--- src/apm_pkg.sv ---
// apm_pkg: register map, field layout and flag codes of the gain-control pin multiplexer
// assumes byte addressing on a 32-bit avalon-mm slave, one register per aligned word
package apm_pkg;

    // ************************************************************
    // sizes
    // ************************************************************
    localparam int APM_PINS = 4;
    localparam int APM_FLAG_PINS = 2;
    localparam int APM_ADDR_W = 12;
    localparam int APM_DATA_W = 32;
    localparam int APM_REG_W = 8;
    localparam int APM_SEL_W = 3;

    // ************************************************************
    // register indices and byte addresses (byte address is four times the index)
    // ************************************************************
    localparam logic [APM_ADDR_W-1:0] APM_IDX_PIN3_SEL = 12'h19B;
    localparam logic [APM_ADDR_W-1:0] APM_IDX_PIN4_SEL = 12'h19C;
    localparam logic [APM_ADDR_W-1:0] APM_IDX_FLAG_EN = 12'h19E;
    localparam logic [APM_ADDR_W-1:0] APM_IDX_OVR_MASK = 12'h1B0;
    localparam logic [APM_ADDR_W-1:0] APM_IDX_OVR_DIR = 12'h1B1;
    localparam logic [APM_ADDR_W-1:0] APM_IDX_OVR_LEVEL = 12'h1B2;
    localparam logic [APM_ADDR_W-1:0] APM_IDX_OUT_STATUS = 12'h1B3;
    localparam logic [APM_ADDR_W-1:0] APM_IDX_IN_STATUS = 12'h1B4;
    localparam logic [APM_ADDR_W-1:0] APM_ADDR_PIN3_SEL = APM_IDX_PIN3_SEL << 2;
    localparam logic [APM_ADDR_W-1:0] APM_ADDR_PIN4_SEL = APM_IDX_PIN4_SEL << 2;
    localparam logic [APM_ADDR_W-1:0] APM_ADDR_FLAG_EN = APM_IDX_FLAG_EN << 2;
    localparam logic [APM_ADDR_W-1:0] APM_ADDR_OVR_MASK = APM_IDX_OVR_MASK << 2;
    localparam logic [APM_ADDR_W-1:0] APM_ADDR_OVR_DIR = APM_IDX_OVR_DIR << 2;
    localparam logic [APM_ADDR_W-1:0] APM_ADDR_OVR_LEVEL = APM_IDX_OVR_LEVEL << 2;
    localparam logic [APM_ADDR_W-1:0] APM_ADDR_OUT_STATUS = APM_IDX_OUT_STATUS << 2;
    localparam logic [APM_ADDR_W-1:0] APM_ADDR_IN_STATUS = APM_IDX_IN_STATUS << 2;

    // ************************************************************
    // fields and reset values
    // ************************************************************
    localparam int APM_EN_PIN3_BIT = 0;
    localparam int APM_EN_PIN4_BIT = 1;
    localparam int APM_EN_OR_BIT = 4;
    localparam logic [APM_REG_W-1:0] APM_RST_REG = 8'h00;
    localparam logic [APM_SEL_W-1:0] APM_RST_SEL = 3'h0;

    // ************************************************************
    // flag source codes
    // ************************************************************
    typedef enum logic [APM_SEL_W-1:0] {
        APM_CODE_ADC_RESET = 3'h0,
        APM_CODE_PEAK_THR0 = 3'h4,
        APM_CODE_PEAK_THR1 = 3'h5,
        APM_CODE_BELOW_LOW = 3'h6
    } apm_flag_code_type;

endpackage

--- src/apm_flag_select.sv ---
// apm_flag_select: picks one detector flag for a flag pin
// assumes detector flags are synchronous single-bit levels or pulses
`timescale 1ns/100ps

module apm_flag_select (
    input wire logic [apm_pkg::APM_SEL_W-1:0] sel,
    input wire logic enable,
    input wire logic combine,
    input wire logic adc_reset,
    input wire logic peak_thr0,
    input wire logic peak_thr1,
    input wire logic below_low,
    output logic flag
);

    // ************************************************************
    // source choice
    // ************************************************************
    logic peak_pick;
    logic peak_code;

    // peak and below-low flags; every other code, the plain reset source included, clears peak_code
    always_comb begin
        peak_pick = 1'b0;
        peak_code = 1'b1;
        case (sel)
            apm_pkg::APM_CODE_PEAK_THR0: peak_pick = peak_thr0;
            apm_pkg::APM_CODE_PEAK_THR1: peak_pick = peak_thr1;
            apm_pkg::APM_CODE_BELOW_LOW: peak_pick = below_low;
            default: peak_code = 1'b0;
        endcase
    end

    // disabled pin is forced low; unlisted codes give low
    always_comb begin
        flag = 1'b0;
        if (!enable) begin
            flag = 1'b0;
        end else if (sel == apm_pkg::APM_CODE_ADC_RESET) begin
            flag = adc_reset;
        end else if (peak_code) begin
            flag = peak_pick | (combine & adc_reset);
        end else begin
            flag = 1'b0;
        end
    end

endmodule // apm_flag_select

--- src/apm_pin_mux.sv ---
// apm_pin_mux: register file and output multiplexer for four gain-control pins
// assumes synchronous pin inputs, an avalon-mm master on the same clock, byte addresses
`timescale 1ns/100ps

// Contract
// - pin 4 code 000 gives reset pulse
// - codes 100/101 give peak threshold flags
// - code 110 gives below-low dwell flag
// - pin 3 has own select, same codes
// - combine bit ORs reset into peak flags
// - enable bit 1 low holds pin 4 low
// - enable bit 0 low holds pin 3 low
// - override mask makes pin general purpose
// - mask bits 0..3 map pins 1..4
// - direction bit 1 output, 0 input
// - direction ignored without override
// - override output drives programmed level bit
// - sampled input pins readable by software
module apm_pin_mux (
    input wire logic clock,
    input wire logic arst_n,
    input wire logic [apm_pkg::APM_ADDR_W-1:0] avs_address,
    input wire logic avs_read,
    input wire logic avs_write,
    input wire logic [3:0] avs_byteenable,
    input wire logic [apm_pkg::APM_DATA_W-1:0] avs_writedata,
    output logic [apm_pkg::APM_DATA_W-1:0] avs_readdata,
    output logic avs_waitrequest,
    input wire logic adc_reset_pulse,
    input wire logic peak_above_thr0,
    input wire logic peak_above_thr1,
    input wire logic peak_below_low,
    input wire logic [1:0] other_fn_out,
    input wire logic [1:0] other_fn_oe,
    input wire logic [apm_pkg::APM_PINS-1:0] control_pin_in,
    output logic [apm_pkg::APM_PINS-1:0] control_pin_out,
    output logic [apm_pkg::APM_PINS-1:0] control_pin_oe
);

    // ************************************************************
    // reset release
    // ************************************************************
    logic rst_meta_n_reg;
    logic rst_n_reg;

    // async assert, two-flop release so every register leaves reset on the same edge
    always_ff @(posedge clock or negedge arst_n) begin
        if (!arst_n) begin
            rst_meta_n_reg <= 1'b0;
            rst_n_reg <= 1'b0;
        end else begin
            rst_meta_n_reg <= 1'b1;
            rst_n_reg <= rst_meta_n_reg;
        end
    end

    // ************************************************************
    // bus slave
    // ************************************************************
    logic ack_reg;
    logic bus_req;
    logic wr_take;
    logic [apm_pkg::APM_REG_W-1:0] wr_byte;
    logic [apm_pkg::APM_REG_W-1:0] rd_byte;
    logic [apm_pkg::APM_DATA_W-1:0] readdata_reg;

    // every access waits exactly one cycle; keeps read data a clean flop output
    assign bus_req = avs_read | avs_write;
    assign avs_waitrequest = bus_req & ~ack_reg;
    assign wr_take = avs_write & ack_reg & avs_byteenable[0];
    assign wr_byte = avs_writedata[apm_pkg::APM_REG_W-1:0];

    // one-cycle acknowledge per request
    always_ff @(posedge clock or negedge rst_n_reg) begin
        if (!rst_n_reg) begin
            ack_reg <= 1'b0;
        end else begin
            ack_reg <= bus_req & ~ack_reg;
        end
    end

    // ************************************************************
    // configuration registers
    // ************************************************************
    logic [apm_pkg::APM_SEL_W-1:0] sel_reg [apm_pkg::APM_FLAG_PINS];
    logic en_or_reg;
    logic [apm_pkg::APM_FLAG_PINS-1:0] flag_en_reg;
    logic [apm_pkg::APM_PINS-1:0] ovr_mask_reg;
    logic [apm_pkg::APM_PINS-1:0] ovr_dir_reg;
    logic [apm_pkg::APM_PINS-1:0] ovr_level_reg;

    // flag source selects; reserved bits are not stored and read zero
    always_ff @(posedge clock or negedge rst_n_reg) begin
        if (!rst_n_reg) begin
            sel_reg[0] <= apm_pkg::APM_RST_SEL;
            sel_reg[1] <= apm_pkg::APM_RST_SEL;
        end else if (wr_take) begin
            if (avs_address == apm_pkg::APM_ADDR_PIN3_SEL) begin
                sel_reg[0] <= wr_byte[apm_pkg::APM_SEL_W-1:0];
            end
            if (avs_address == apm_pkg::APM_ADDR_PIN4_SEL) begin
                sel_reg[1] <= wr_byte[apm_pkg::APM_SEL_W-1:0];
            end
        end
    end

    // flag enables and combine bit
    always_ff @(posedge clock or negedge rst_n_reg) begin
        if (!rst_n_reg) begin
            flag_en_reg <= apm_pkg::APM_RST_REG[apm_pkg::APM_FLAG_PINS-1:0];
            en_or_reg <= apm_pkg::APM_RST_REG[apm_pkg::APM_EN_OR_BIT];
        end else if (wr_take && avs_address == apm_pkg::APM_ADDR_FLAG_EN) begin
            flag_en_reg[0] <= wr_byte[apm_pkg::APM_EN_PIN3_BIT];
            flag_en_reg[1] <= wr_byte[apm_pkg::APM_EN_PIN4_BIT];
            en_or_reg <= wr_byte[apm_pkg::APM_EN_OR_BIT];
        end
    end

    // override mask, direction and drive level
    always_ff @(posedge clock or negedge rst_n_reg) begin
        if (!rst_n_reg) begin
            ovr_mask_reg <= apm_pkg::APM_RST_REG[apm_pkg::APM_PINS-1:0];
            ovr_dir_reg <= apm_pkg::APM_RST_REG[apm_pkg::APM_PINS-1:0];
            ovr_level_reg <= apm_pkg::APM_RST_REG[apm_pkg::APM_PINS-1:0];
        end else if (wr_take) begin
            if (avs_address == apm_pkg::APM_ADDR_OVR_MASK) begin
                ovr_mask_reg <= wr_byte[apm_pkg::APM_PINS-1:0];
            end
            if (avs_address == apm_pkg::APM_ADDR_OVR_DIR) begin
                ovr_dir_reg <= wr_byte[apm_pkg::APM_PINS-1:0];
            end
            if (avs_address == apm_pkg::APM_ADDR_OVR_LEVEL) begin
                ovr_level_reg <= wr_byte[apm_pkg::APM_PINS-1:0];
            end
        end
    end

    // ************************************************************
    // pin sampling and status
    // ************************************************************
    logic [apm_pkg::APM_PINS-1:0] pin_sample_reg;
    logic [apm_pkg::APM_PINS-1:0] in_status;
    logic [apm_pkg::APM_PINS-1:0] out_status;

    // inputs are synchronous, so one flop is enough
    always_ff @(posedge clock or negedge rst_n_reg) begin
        if (!rst_n_reg) begin
            pin_sample_reg <= apm_pkg::APM_RST_REG[apm_pkg::APM_PINS-1:0];
        end else begin
            pin_sample_reg <= control_pin_in;
        end
    end

    // only override inputs show in readback; only override outputs in output status
    assign in_status = pin_sample_reg & ovr_mask_reg & ~ovr_dir_reg;
    assign out_status = control_pin_out & ovr_mask_reg & ovr_dir_reg;

    // read mux; unmapped addresses read zero
    always_comb begin
        rd_byte = apm_pkg::APM_RST_REG;
        unique case (avs_address)
            apm_pkg::APM_ADDR_PIN3_SEL: rd_byte[apm_pkg::APM_SEL_W-1:0] = sel_reg[0];
            apm_pkg::APM_ADDR_PIN4_SEL: rd_byte[apm_pkg::APM_SEL_W-1:0] = sel_reg[1];
            apm_pkg::APM_ADDR_FLAG_EN: begin
                rd_byte[apm_pkg::APM_EN_PIN3_BIT] = flag_en_reg[0];
                rd_byte[apm_pkg::APM_EN_PIN4_BIT] = flag_en_reg[1];
                rd_byte[apm_pkg::APM_EN_OR_BIT] = en_or_reg;
            end
            apm_pkg::APM_ADDR_OVR_MASK: rd_byte[apm_pkg::APM_PINS-1:0] = ovr_mask_reg;
            apm_pkg::APM_ADDR_OVR_DIR: rd_byte[apm_pkg::APM_PINS-1:0] = ovr_dir_reg;
            apm_pkg::APM_ADDR_OVR_LEVEL: rd_byte[apm_pkg::APM_PINS-1:0] = ovr_level_reg;
            apm_pkg::APM_ADDR_OUT_STATUS: rd_byte[apm_pkg::APM_PINS-1:0] = out_status;
            apm_pkg::APM_ADDR_IN_STATUS: rd_byte[apm_pkg::APM_PINS-1:0] = in_status;
            default: rd_byte = apm_pkg::APM_RST_REG;
        endcase
    end

    // read data captured in the wait cycle, held through the answer cycle
    always_ff @(posedge clock or negedge rst_n_reg) begin
        if (!rst_n_reg) begin
            readdata_reg <= '0;
        end else if (avs_read && !ack_reg) begin
            readdata_reg <= {{(apm_pkg::APM_DATA_W-apm_pkg::APM_REG_W){1'b0}}, rd_byte};
        end
    end
    assign avs_readdata = readdata_reg;

    // ************************************************************
    // pin multiplexer
    // ************************************************************
    logic [apm_pkg::APM_PINS-1:0] pin_out_next;
    logic [apm_pkg::APM_PINS-1:0] pin_oe_next;
    logic [apm_pkg::APM_PINS-1:0] pin_out_reg;
    logic [apm_pkg::APM_PINS-1:0] pin_oe_reg;

    genvar gi;
    generate
        for (gi = 0; gi < apm_pkg::APM_PINS; gi++) begin : g_pin
            logic func_out;
            logic func_oe;
            if (gi >= apm_pkg::APM_PINS - apm_pkg::APM_FLAG_PINS) begin : g_flag
                // flag pins are driven unless overridden; enable low means a held low
                apm_flag_select apm_flag_select_i (
                    .sel(sel_reg[gi-2]),
                    .enable(flag_en_reg[gi-2]),
                    .combine(en_or_reg),
                    .adc_reset(adc_reset_pulse),
                    .peak_thr0(peak_above_thr0),
                    .peak_thr1(peak_above_thr1),
                    .below_low(peak_below_low),
                    .flag(func_out)
                );
                assign func_oe = 1'b1;
            end else begin : g_other
                // pins 1 and 2 carry the attenuator port unless overridden
                assign func_out = other_fn_out[gi];
                assign func_oe = other_fn_oe[gi];
            end
            // override beats any assigned function; direction only counts under override
            assign pin_oe_next[gi] = ovr_mask_reg[gi] ? ovr_dir_reg[gi] : func_oe;
            assign pin_out_next[gi] = ovr_mask_reg[gi] ? (ovr_dir_reg[gi] & ovr_level_reg[gi]) : func_out;
        end
    endgenerate

    // pins leave from flops, one cycle behind the selected source
    always_ff @(posedge clock or negedge rst_n_reg) begin
        if (!rst_n_reg) begin
            pin_out_reg <= '0;
            pin_oe_reg <= '0;
        end else begin
            pin_out_reg <= pin_out_next;
            pin_oe_reg <= pin_oe_next;
        end
    end
    assign control_pin_out = pin_out_reg;
    assign control_pin_oe = pin_oe_reg;

    // ************************************************************
    // checks
    // ************************************************************
    logic [1:0] chk_live_reg;

    // checks wait two edges after release: pins still show reset values on the first one
    always_ff @(posedge clock or negedge rst_n_reg) begin
        if (!rst_n_reg) begin
            chk_live_reg <= 2'h0;
        end else begin
            chk_live_reg <= {chk_live_reg[0], 1'b1};
        end
    end
endmodule // apm_pin_mux

--- config.mk ---
export PLATFORM = sky130hd
export DESIGN_NAME = apm_pin_mux
export DESIGN_NICKNAME = d
export VERILOG_FILES = /design/src/apm_pkg.sv /design/src/apm_flag_select.sv /design/src/apm_pin_mux.sv
export SDC_FILE = /design/constraint.sdc
export NUM_CORES = 1
export LEC_CHECK = 0
export BUFFER_PORTS_ARGS = -buffer_cell sky130_fd_sc_hd__buf_2
export CAP_MARGIN = 10
export CORE_MARGIN = 2
export CORE_UTILIZATION = 45
export DETAILED_ROUTE_END_ITERATION = 6
export PLACE_DENSITY_LB_ADDON = 0.12
export SLEW_MARGIN = 30
export SYNTH_ARGS = -nofsm -noshare
export SYNTH_HDL_FRONTEND = slang
export SYNTH_HIERARCHICAL = 1
export SYNTH_SLANG_ARGS = --single-unit
--- constraint.sdc ---
create_clock -name clock -period 2.1 [get_ports clock]
set_input_delay 0.105 -clock clock [delete_from_list [all_inputs] [get_ports clock]]
set_output_delay 0.105 -clock clock [all_outputs]
set_load 0.01 [all_outputs]
### After elaboration in Yosys (flattened, before gate mapping)

Index checks and enable logic that the tools add are counted.

* flip-flop bits (word level): 41
* output and inout bits: 41
* word-level logic and storage cells: 79

* equal/unequal tests: 14
* multiplexer cells: 22
* bitwise gates (word level): 17
* reductions and logical operators: 12

Operator list (number)
* $eq A12 B11 Y1 const B: 8
* $eq A3 B3 Y1 const B: 6
* $mux W1: 17
* $and A4 B4 Y4: 4
* $pmux W2 S8: 1
* $reduce_and A2 Y1: 5
* $and A1 B1 Y1: 8
* $pmux W1 S7: 1
* $logic_not A3 Y1: 2
* $pmux W1 S3: 2
* $reduce_or A3 Y1: 2
* $pmux W1 S5: 1
* $not A4 Y4: 1
* $or A1 B1 Y1: 3
* $logic_and A1 B1 Y1: 2
* $logic_not A1 Y1: 1
* $not A1 Y1: 1

### Depth between registers and ports, before layout

Gate-level depths: netlist (run 1).

* word-level depth: 7
* depth in mapped cells: 6
* mapped depth without buffers: 6

### By module

Netlist (run 1), hierarchy kept.

Modules (own cells, without submodules)
* apm_pin_mux: instances 1, cells an instance 188, area each 2212.1 um^2
* apm_flag_select: instances 2, cells an instance 8, area each 50.0 um^2

### Least setup slack after synthesis (run 1)

OpenSTA, ideal clock, no wires.

* path type: input to register
* start: input port avs_address[2] in the netlist's numbering
* end: register en_or_reg
* arrival: 1209 ps
* path slack: 764 ps
* stages on the path: 5
* buffers on the path: 1
* path through: buf_2 > nor4b_4 > nand3_1 > nor2_2 > mux2_1

* cells in the longest elaborated chain, start to end: 2

RTL lines
* from (decl): line apm_pin_mux.sv:22 `input wire logic [apm_pkg::APM_ADDR_W-1:0] avs_address,`
* $eq A12 B11 Y1: line apm_pin_mux.sv:112 `end else if (wr_take && avs_address == apm_pkg::APM_ADDR_FLAG_EN) begin`
* $logic_and A1 B1 Y1: line apm_pin_mux.sv:112
* to (signal assigned): line apm_pin_mux.sv:111 `en_or_reg <= apm_pkg::APM_RST_REG[apm_pkg::APM_EN_OR_BIT];`
* to (signal assigned): line apm_pin_mux.sv:115 `en_or_reg <= wr_byte[apm_pkg::APM_EN_OR_BIT];`
* to (decl): line apm_pin_mux.sv:86 `logic en_or_reg;`

No other way between the ends.
A chain may end at the register's enable or synchronous reset.

### Worst setup path in the final report (run 1)

* start: register ack_reg
* end: register ovr_dir_reg[2] in the netlist's numbering

* cells in the longest elaborated chain, start to end: 3

RTL lines
* from (decl): line apm_pin_mux.sv:60 `logic ack_reg;`
* from (signal assigned): line apm_pin_mux.sv:78 `ack_reg <= bus_req & ~ack_reg;`
* $and A1 B1 Y1 (2 in a row): line apm_pin_mux.sv:70 `assign wr_take = avs_write & ack_reg & avs_byteenable[0];`
* $reduce_and A2 Y1 (no source line)
* to (signal assigned): line apm_pin_mux.sv:123 `ovr_dir_reg <= apm_pkg::APM_RST_REG[apm_pkg::APM_PINS-1:0];`
* to (signal assigned): line apm_pin_mux.sv:130 `ovr_dir_reg <= wr_byte[apm_pkg::APM_PINS-1:0];`
* to (decl): line apm_pin_mux.sv:89 `logic [apm_pkg::APM_PINS-1:0] ovr_dir_reg;`

No other way between the ends.

==> results of run 1 <==
[logic make-up (layout without fill, tap and decap cells)]
group                  count (synthesis)  after routing  share of synthesized area, %
other                                  2             28                         0.325
and+or+nand+nor                       67             67                          21.4
AOI/OAI and AO/OA                     32             32                          9.47
muxes                                 26             26                          14.1
buffers and inverters                 36             70                          10.3
DFF                                   41             41                          44.4
[layer usage]
metal	track usage (%)	up-vias	wire [um]
li1	-	808	-
met2	27.4	52	2130
met3	4.10	4	240
met1	24.4	765	2230
met5	0	-	0
met4	5.26	0	38
[metrics by stage]
step	hold slack, ns	utilization, %	setup slack (ns)	power [uW]	cell area [um^2]
2_1_floorplan	-0.191	-	0.764	967	2410
3_3_place_gp	-0.110	50.6	0.582	1010	2550
3_5_place_dp	-0.108	50.6	0.585	1020	2550
4_1_cts	0.0297	53.3	0.773	1530	2690
5_1_grt	0.0344	53.3	0.654	1580	2690
6_report	0.0337	53.3	0.778	1510	2690
[report_power, final]
part	switching, uW	internal [uW]	total, uW
combinational	109	71.7	181
sequential	12.3	812	824
clock	243	261	504
total	364	1140	1510
[how the worst max path moves through the flow]
stage	start	cells after the start	slack, ns	to
2_1_floorplan	avs_address[2]	5	0.76	en_or_reg
3_3_place_gp	avs_address[8]	6	0.58	ovr_dir_reg[2]
3_5_place_dp	avs_address[8]	6	0.59	ovr_dir_reg[2]
4_1_cts	ack_reg	3	0.77	ovr_dir_reg[2]
5_1_grt	sel_reg[3]	5	0.65	control_pin_out[2]
6_report	ack_reg	3	0.78	ovr_dir_reg[2]
[final cells by class]
type | count | area [um^2] | share of cell area [%]
flip-flops and latches | 41 | 1030 | 38.1
repair buffers | 57 | 323 | 12.0
inverters | 6 | 22.5 | 0.837
clock buffers | 7 | 86.3 | 3.21
well taps | 70 | 87.6 | 3.26
multi-input cells | 153 | 1140 | 42.6
[worst reg2reg max path, stage by stage (launching register included)]
cell and delay (ns):
dfrtp_1 0.40, and3_4 0.28, nand3_2 0.17, mux2_1 0.35
[cell usage in the layout, fill, tap and decap left out, types with 3 or more instances in the layout]
cell type	count
nand2_1	9
inv_1	6
nor2_1	7
nand3b_1	3
mux2_4	10
a31oi_1	3
mux2i_1	3
conb_1	28
dlygate4sd3_1	5
a22o_1	3
o21ai_0	8
buf_2	47
a21oi_1	6
and4b_1	3
nand3_1	9
dfrtp_1	41
mux2_1	11
nor2b_1	5
clkbuf_8	6
buf_4	5
[repair_timing]
item                                   in CTS  in global routing
hold buffers                                5                  0
resized for setup                           0                  0
endpoints found under the hold margin       6                  0
==> results.tsv, run 1 <==
metric	value	unit
CP Cell Sequence	and3_4, nand3_2, mux2_1	
Final Wtd Congestion	0.798	
Die H	75.7	um
Hold Path Sink	en_or_reg	
Final Skew	0.00529	ns
via/cell ratio	4.88	
Critical R2R Launch	ack_reg	
Final Cycle Share	62.9	%
fin crit period	1.32	ns
Slew Limit Fails	0	
share of Yosys cell area claimed by the top area cell type	44.4	%
Root Driver	clkbuf_8	
# diodes	0	
Async SR Flop Fraction	100	%
sequential share of the synthesized area	44.4	%
Static Leak	0.00134	uW
max FFs per register	6	
Layout Nets	328	
Routed Antenna Nets	0	
TritonCTS clock tree	done	
HP Start	avs_writedata[4]	
Worst-Skew Late Latency	0.28	ns
#FFs+latches synth	41	
Clock Sinks	41	
CTS clk-pin slew, worst paths	0.07	ns
Num CTS Buffers	5	
Initial Util	45.9	%
Most used DFF post-synth	dfrtp_1	
Ports	105	
yosys warns	6	
post-DP HPWL	3.64	mm
CP max stage delay	0.40	ns
Netlist cell types	50	
filler cell count	477	
antenna violations before repair	0	
# port buffers	47	
full die area	5730	um^2
hold depth	2	
post-synth top area cell	dfrtp_1	
WS Path Type	flip-flop to flip-flop	
total number of vias	1629	
flop-to-flop setup slack	0.78	ns
Setup Fix Bufs, Post-CTS	0	
startpoint class of the critical path	flip-flop	
WP data arrival	1.49	ns
Worst EP required	2.27	ns
largest net degree at the start of global routing	40	
Critical Path Sink Type	flip-flop	
cells after synthesis	204	
Routed WL per cell	13.9	um
Pwr Density	561	nW/um^2
vias in the first global route	1487	
most common cell in the netlist	dfrtp_1	
CP top delay family	simple AND/OR/NAND/NOR gates	
Setup TNS	0	ns
Worst Path Buf+Inv	0	
crit-path max FO	5	
Peak Freq	757	MHz
DRT Wirelength	4.64	mm
Hold Violations, Final	0	
placed insts	322	
DRT Pass-1 Iters	4	
Post-synth EDFFs	0	
outcome	completed	
R2R cell count	3	
layout cell share with drive strength beyond 1	31.8	%
Area Overhead vs Synth	16.3	%
first-pass GRT wire length	7.30	mm
die extent in x	75.7	um
MaxCap Viol Count	0	
GR Util All Layers	17.6	%
syn avg cell area	11.3	um^2
GRT Residual Overflow	0	
Worst R2R End	ovr_dir_reg[2]	
RSZ-0062 raised after global routing	no	
Post-Syn Area	2310	um^2
synth top area cells	dfrtp_1, buf_4, mux2_4	
worst vdd ir	382	uV
Core Region	5040	um^2
DR iter-0 viols	31	
Post-Layout Cell Count	334	
worst hold path class	primary input to flip-flop	
residual DRC count	0	
# rows	26	
Post-synth top cells	dfrtp_1, buf_4, mux2_1	
Critical-path top delay cell	dfrtp_1	
Setup Viol. Count Final	0	
H-Tree Depth	2	
maximum clock insertion buffer count	2	
(Power assumes the default switching activity.)
==> run 2: changes to the inputs <==
==> constraint.sdc (replaced) <==
create_clock -name clock -period 1.35 [get_ports clock]
set_input_delay 0.0675 -clock clock [delete_from_list [all_inputs] [get_ports clock]]
set_output_delay 0.0675 -clock clock [all_outputs]
set_load 0.01 [all_outputs]
==> results.tsv, run 2 (synthesis results as in run 1) <==
metric	value	unit	change
Routed Antenna Nets	0		unchanged
H-Tree Depth	2		unchanged
Final Skew	0.00418	ns	was 0.00529 ns
full die area	5730	um^2	unchanged
crit-path max FO	5		unchanged
GR Layer Usage met3	4.37	%	was 4.10%
largest net degree at the start of global routing	40		unchanged
Layout Nets	352		was 328
post-layout util	57.2	%	was 53.3%
max FFs per register	6		unchanged
critical path depth	4		was 3
Static Leak	0.00146	uW	was 0.00134 uW
maximum clock insertion buffer count	2		unchanged
DRT Pass-1 Iters	4		unchanged
MaxCap Viol Count	0		unchanged
Hold Violations, Final	0		unchanged
Routed WL per cell	14.4	um	was 13.9 um
Critical Path Sink Type	flip-flop		unchanged
Worst EP required	1.51	ns	was 2.27 ns
R2R cell count	4		was 3
GRT Residual Overflow	0		unchanged
placed insts	342		was 322
CP Cell Sequence	and4b_1, o211a_1, o21ai_0, a41oi_1		was and3_4, nand3_2, mux2_1
# rows	26		unchanged
Ports	105		unchanged
Root Driver	clkbuf_8		unchanged
# port buffers	47		unchanged
CP top delay family	compound AO/OA/AOI/OAI gates		was simple AND/OR/NAND/NOR gates
Pwr Density	828	nW/um^2	was 561 nW/um^2
hold depth	2		unchanged
GR Util All Layers	19.9	%	was 17.6%
grt met1 use	28.8	%	was 24.4%
Critical-path top delay cell	dfrtp_1		unchanged
Slew Limit Fails	0		unchanged
Final Wtd Congestion	0.865		was 0.798
layout cell share with drive strength beyond 1	37.2	%	was 31.8%
# diodes	0		unchanged
via/cell ratio	4.89		was 4.88
WS Path Type	flip-flop to flip-flop		unchanged
residual DRC count	0		unchanged
commonest non-fill, non-tap cell in the layout	buf_2		unchanged
Worst Path Buf+Inv	0		unchanged
Area Overhead vs Synth	24.8	%	was 16.3%
Num CTS Buffers	5		unchanged
Post-Layout Cell Count	358		was 334
DRT Wirelength	5.16	mm	was 4.64 mm
worst hold path class	primary input to flip-flop		unchanged
startpoint class of the critical path	flip-flop		unchanged
die extent in x	75.7	um	unchanged
Clock Sinks	41		unchanged
Worst-Skew Late Latency	0.28	ns	about the same
Hold Slack	0.0150	ns	was 0.0337 ns
Final Cycle Share	94.8	%	was 62.9%
Setup Viol. Count Final	0		unchanged
post-DP HPWL	3.97	mm	was 3.64 mm
worst vdd ir	720	uV	was 382 uV
met2 Use GR	30.1	%	was 27.4%
Peak Freq	781	MHz	was 757 MHz
vias in the first global route	1629		was 1,487
Core Region	5040	um^2	unchanged
TritonCTS clock tree	done		unchanged
WP data arrival	1.44	ns	was 1.49 ns
CP max stage delay	0.44	ns	was 0.40 ns
first-pass GRT wire length	8.29	mm	was 7.30 mm
CTS clk-pin slew, worst paths	0.07	ns	about the same
Initial Util	45.9	%	unchanged
highest-count cells in the layout ignoring fill and taps	buf_2, dfrtp_1, conb_1		unchanged
outcome	completed		unchanged
antenna violations before repair	0		unchanged
fin crit period	1.28	ns	was 1.32 ns
Die H	75.7	um	unchanged
DR iter-0 viols	87		was 31
total number of vias	1749		was 1,629
GRT Max-Usage Layer	met2		unchanged
run 2: layout make-up:
| class | instances | area, um^2 |
|---|---|---|
| multi-input combinational | 153 | 1150 |
| sequential | 41 | 1030 |
| tap | 70 | 87.6 |
| fill | 448 | 2160 |
| clock buffer | 7 | 86.3 |
| inverter | 6 | 22.5 |
| timing repair buffer | 81 | 510 |
run 2: power breakdown:
part | internal [uW] | switching [uW]
registers | 1260 | 17.8
clock network | 406 | 389
logic | 135 | 179
total | 1800 | 586
run 2: timing repair:
action                                  in CTS  in global routing
endpoints found under the setup margin       0                  2
hold endpoints to repair                     9                  0
gates resized for setup                      0                  3
buffers inserted                             0                  1
hold buffers                                 8                  0
run 2: layer usage:
metal / share of wire, % / vias to the layer above
met5: 0 / -
met4: 0.70 / 0
met3: 5.4 / 2
met2: 46 / 64
met1: 48 / 828
li1: - / 855
run 2: per-stage QoR:
stage	total power, uW	area [um^2]	setup slack, ns	setup TNS [ns]
after global placement	1600	2700	-0.101	-1.32
final	2390	2890	0.0698	0
after global routing	2530	2890	-0.00784	-0.00784
after CTS	2430	2870	0.0722	0
after floorplan	1500	2410	0.0512	0
after detailed placement	1600	2700	-0.164	-2.62
run 2: final timing paths:
kind                           startpoint                 to  slack, ns
max                            sel_reg[1]    avs_readdata[1]       0.07
min                        other_fn_oe[1]  control_pin_oe[1]       0.02
max reg2reg                    sel_reg[1]    avs_readdata[1]       0.07
min reg2reg                     rst_n_reg         sel_reg[0]       0.30
max in group asynchronous       rst_n_reg          en_or_reg       0.69
min in group asynchronous          arst_n          rst_n_reg       0.08
==> run 3: changes to the inputs <==
--- a/config.mk
+++ b/config.mk
@@ -5,12 +5,14 @@
 export SDC_FILE = /design/constraint.sdc
 export NUM_CORES = 1
 export LEC_CHECK = 0
+export ABC_CLOCK_PERIOD_IN_PS = 1350
 export BUFFER_PORTS_ARGS = -buffer_cell sky130_fd_sc_hd__buf_2
 export CAP_MARGIN = 10
 export CORE_MARGIN = 2
 export CORE_UTILIZATION = 45
 export DETAILED_ROUTE_END_ITERATION = 6
 export PLACE_DENSITY_LB_ADDON = 0.12
+export SETUP_SLACK_MARGIN = 0.4
 export SLEW_MARGIN = 30
 export SYNTH_ARGS = -nofsm -noshare
 export SYNTH_HDL_FRONTEND = slang
==> constraint.sdc (replaced) <==
create_clock -name clock -period 1.35 [get_ports clock]
set_input_delay 0.0675 -clock clock [delete_from_list [all_inputs] [get_ports clock]]
set_output_delay 0.0675 -clock clock [all_outputs]
set_load 0.02 [all_outputs]
==> results.tsv, run 3 (synthesis results as in run 1) <==
metric	value	unit	change
TritonCTS clock tree	done		unchanged
first-pass GRT wire length	8.44	mm	was 8.29 mm
post-DP HPWL	4.14	mm	was 3.97 mm
CTS clk-pin slew, worst paths	0.08	ns	was 0.07 ns
Initial Util	45.9	%	unchanged
Hold Violations, Final	0		unchanged
# port buffers	47		unchanged
outcome	completed		unchanged
worst hold path class	primary input to flip-flop		unchanged
Pwr Density	870	nW/um^2	was 828 nW/um^2
Area Overhead vs Synth	37.1	%	was 24.8%
die extent in x	75.7	um	unchanged
Core Region	5040	um^2	unchanged
Routed WL per cell	14.8	um	was 14.4 um
# diodes	0		unchanged
Setup Viol. Count Final	0		unchanged
Peak Freq	797	MHz	was 781 MHz
max FFs per register	6		unchanged
GR Util All Layers	20.7	%	was 19.9%
Final Wtd Congestion	0.878		was 0.865
Final Cycle Share	93.0	%	was 94.8%
Die H	75.7	um	unchanged
DRT Wirelength	5.47	mm	was 5.16 mm
Num CTS Buffers	5		unchanged
largest net degree at the start of global routing	19		was 40
via/cell ratio	4.93		was 4.89
Static Leak	0.00157	uW	was 0.00146 uW
RSZ-0062 raised after global routing	yes		
DRT Pass-1 Iters	4		unchanged
Layout Nets	362		was 352
Clock Sinks	41		unchanged
MaxCap Viol Count	0		unchanged
total number of vias	1821		was 1,749
vias in the first global route	1715		was 1,629
WP data arrival	1.44	ns	about the same
commonest non-fill, non-tap cell in the layout	buf_2		unchanged
antenna violations before repair	0		unchanged
layout cell share with drive strength beyond 1	48.8	%	was 37.2%
GRT Residual Overflow	0		unchanged
startpoint class of the critical path	flip-flop		unchanged
highest-count cells in the layout ignoring fill and taps	buf_2, dfrtp_1, buf_4		was buf_2, dfrtp_1, conb_1
# rows	26		unchanged
Worst EP required	1.53	ns	was 1.51 ns
Ports	105		unchanged
Routed Antenna Nets	0		unchanged
crit-path max FO	5		unchanged
H-Tree Depth	2		unchanged
Root Driver	clkbuf_8		unchanged
Seq. cell area	1030	um^2	about the same
Critical Path Sink Type	flip-flop		unchanged
Worst-Skew Late Latency	0.30	ns	was 0.28 ns
worst vdd ir	538	uV	was 720 uV
Final Skew	0.00506	ns	was 0.00418 ns
Slew Limit Fails	0		unchanged
area of the multi-input gates	1290	um^2	was 1150 um^2
maximum clock insertion buffer count	2		unchanged
Hold Slack	0.00730	ns	was 0.0150 ns
residual DRC count	0		unchanged
filler cell count	434		was 448
fin crit period	1.26	ns	was 1.28 ns
post-layout util	62.9	%	was 57.2%
WS Path Type	flip-flop to flip-flop		unchanged
DR iter-0 viols	148		was 87
total power	2760	uW	was 2390 uW
full die area	5730	um^2	unchanged
run 3: worst max-delay path, cell delays in order (launching register included):
cell and delay, ns:
dfrtp_1 0.38, and3_4 0.30, nand3_4 0.15, mux2_4 0.32
run 3: layout make-up:
class	count	share of cell area, %
Sequential cell	41	32.6
Timing Repair Buffer	91	19.3
Tap cell	70	2.76
Inverter	6	0.711
Clock buffer	6	2.61
Multi-Input combinational cell	153	40.8
Clock inverter	2	1.18
run 3: report_power, final:
part | switching, uW | internal (uW)
clock network | 429 | 601
logic | 249 | 186
registers | 29.2 | 1260
run 3: repair_timing:
action	4_1_cts	5_1_grt
setup buffers	10	2
pin swaps	11	3
gates resized for setup	25	9
hold endpoints to repair	9	0
endpoints found under the setup margin	29	36
hold buffers	8	0
gates cloned	1	0
run 3: routing by layer:
metal  GRT usage, %  wire length (um)
met1           29.8              2550
met2           31.7              2590
met3           3.97               259
met4           6.43                68
met5              0                 0
run 3: path summary, 6_finish.rpt:
path | startpoint | endpoint | slack, ns | cells after the start
setup / recovery | ack_reg | ovr_mask_reg[2] | 0.09 | 3
hold / removal | other_fn_oe[1] | control_pin_oe[1] | 0.007 | 2
setup reg to reg | ack_reg | ovr_mask_reg[2] | 0.09 | 3
hold reg to reg | rst_n_reg | control_pin_oe[1] | 0.20 | 0
max in group asynchronous | rst_n_reg | sel_reg[3] | 0.59 | 1
min in group asynchronous | arst_n | rst_n_reg | 0.08 | 2
run 3: through the flow:
stage                     worst slack, ns  TNS (ns)  instances  area, um^2
final                              0.0948         0        369        3170
after global routing               0.0490         0        369        3170
after CTS                          0.0849         0        367        3120
after detailed placement           -0.115     -1.70        340        2740
after global placement            -0.0881    -0.930        340        2740
after floorplan                    0.0819         0        230        2480
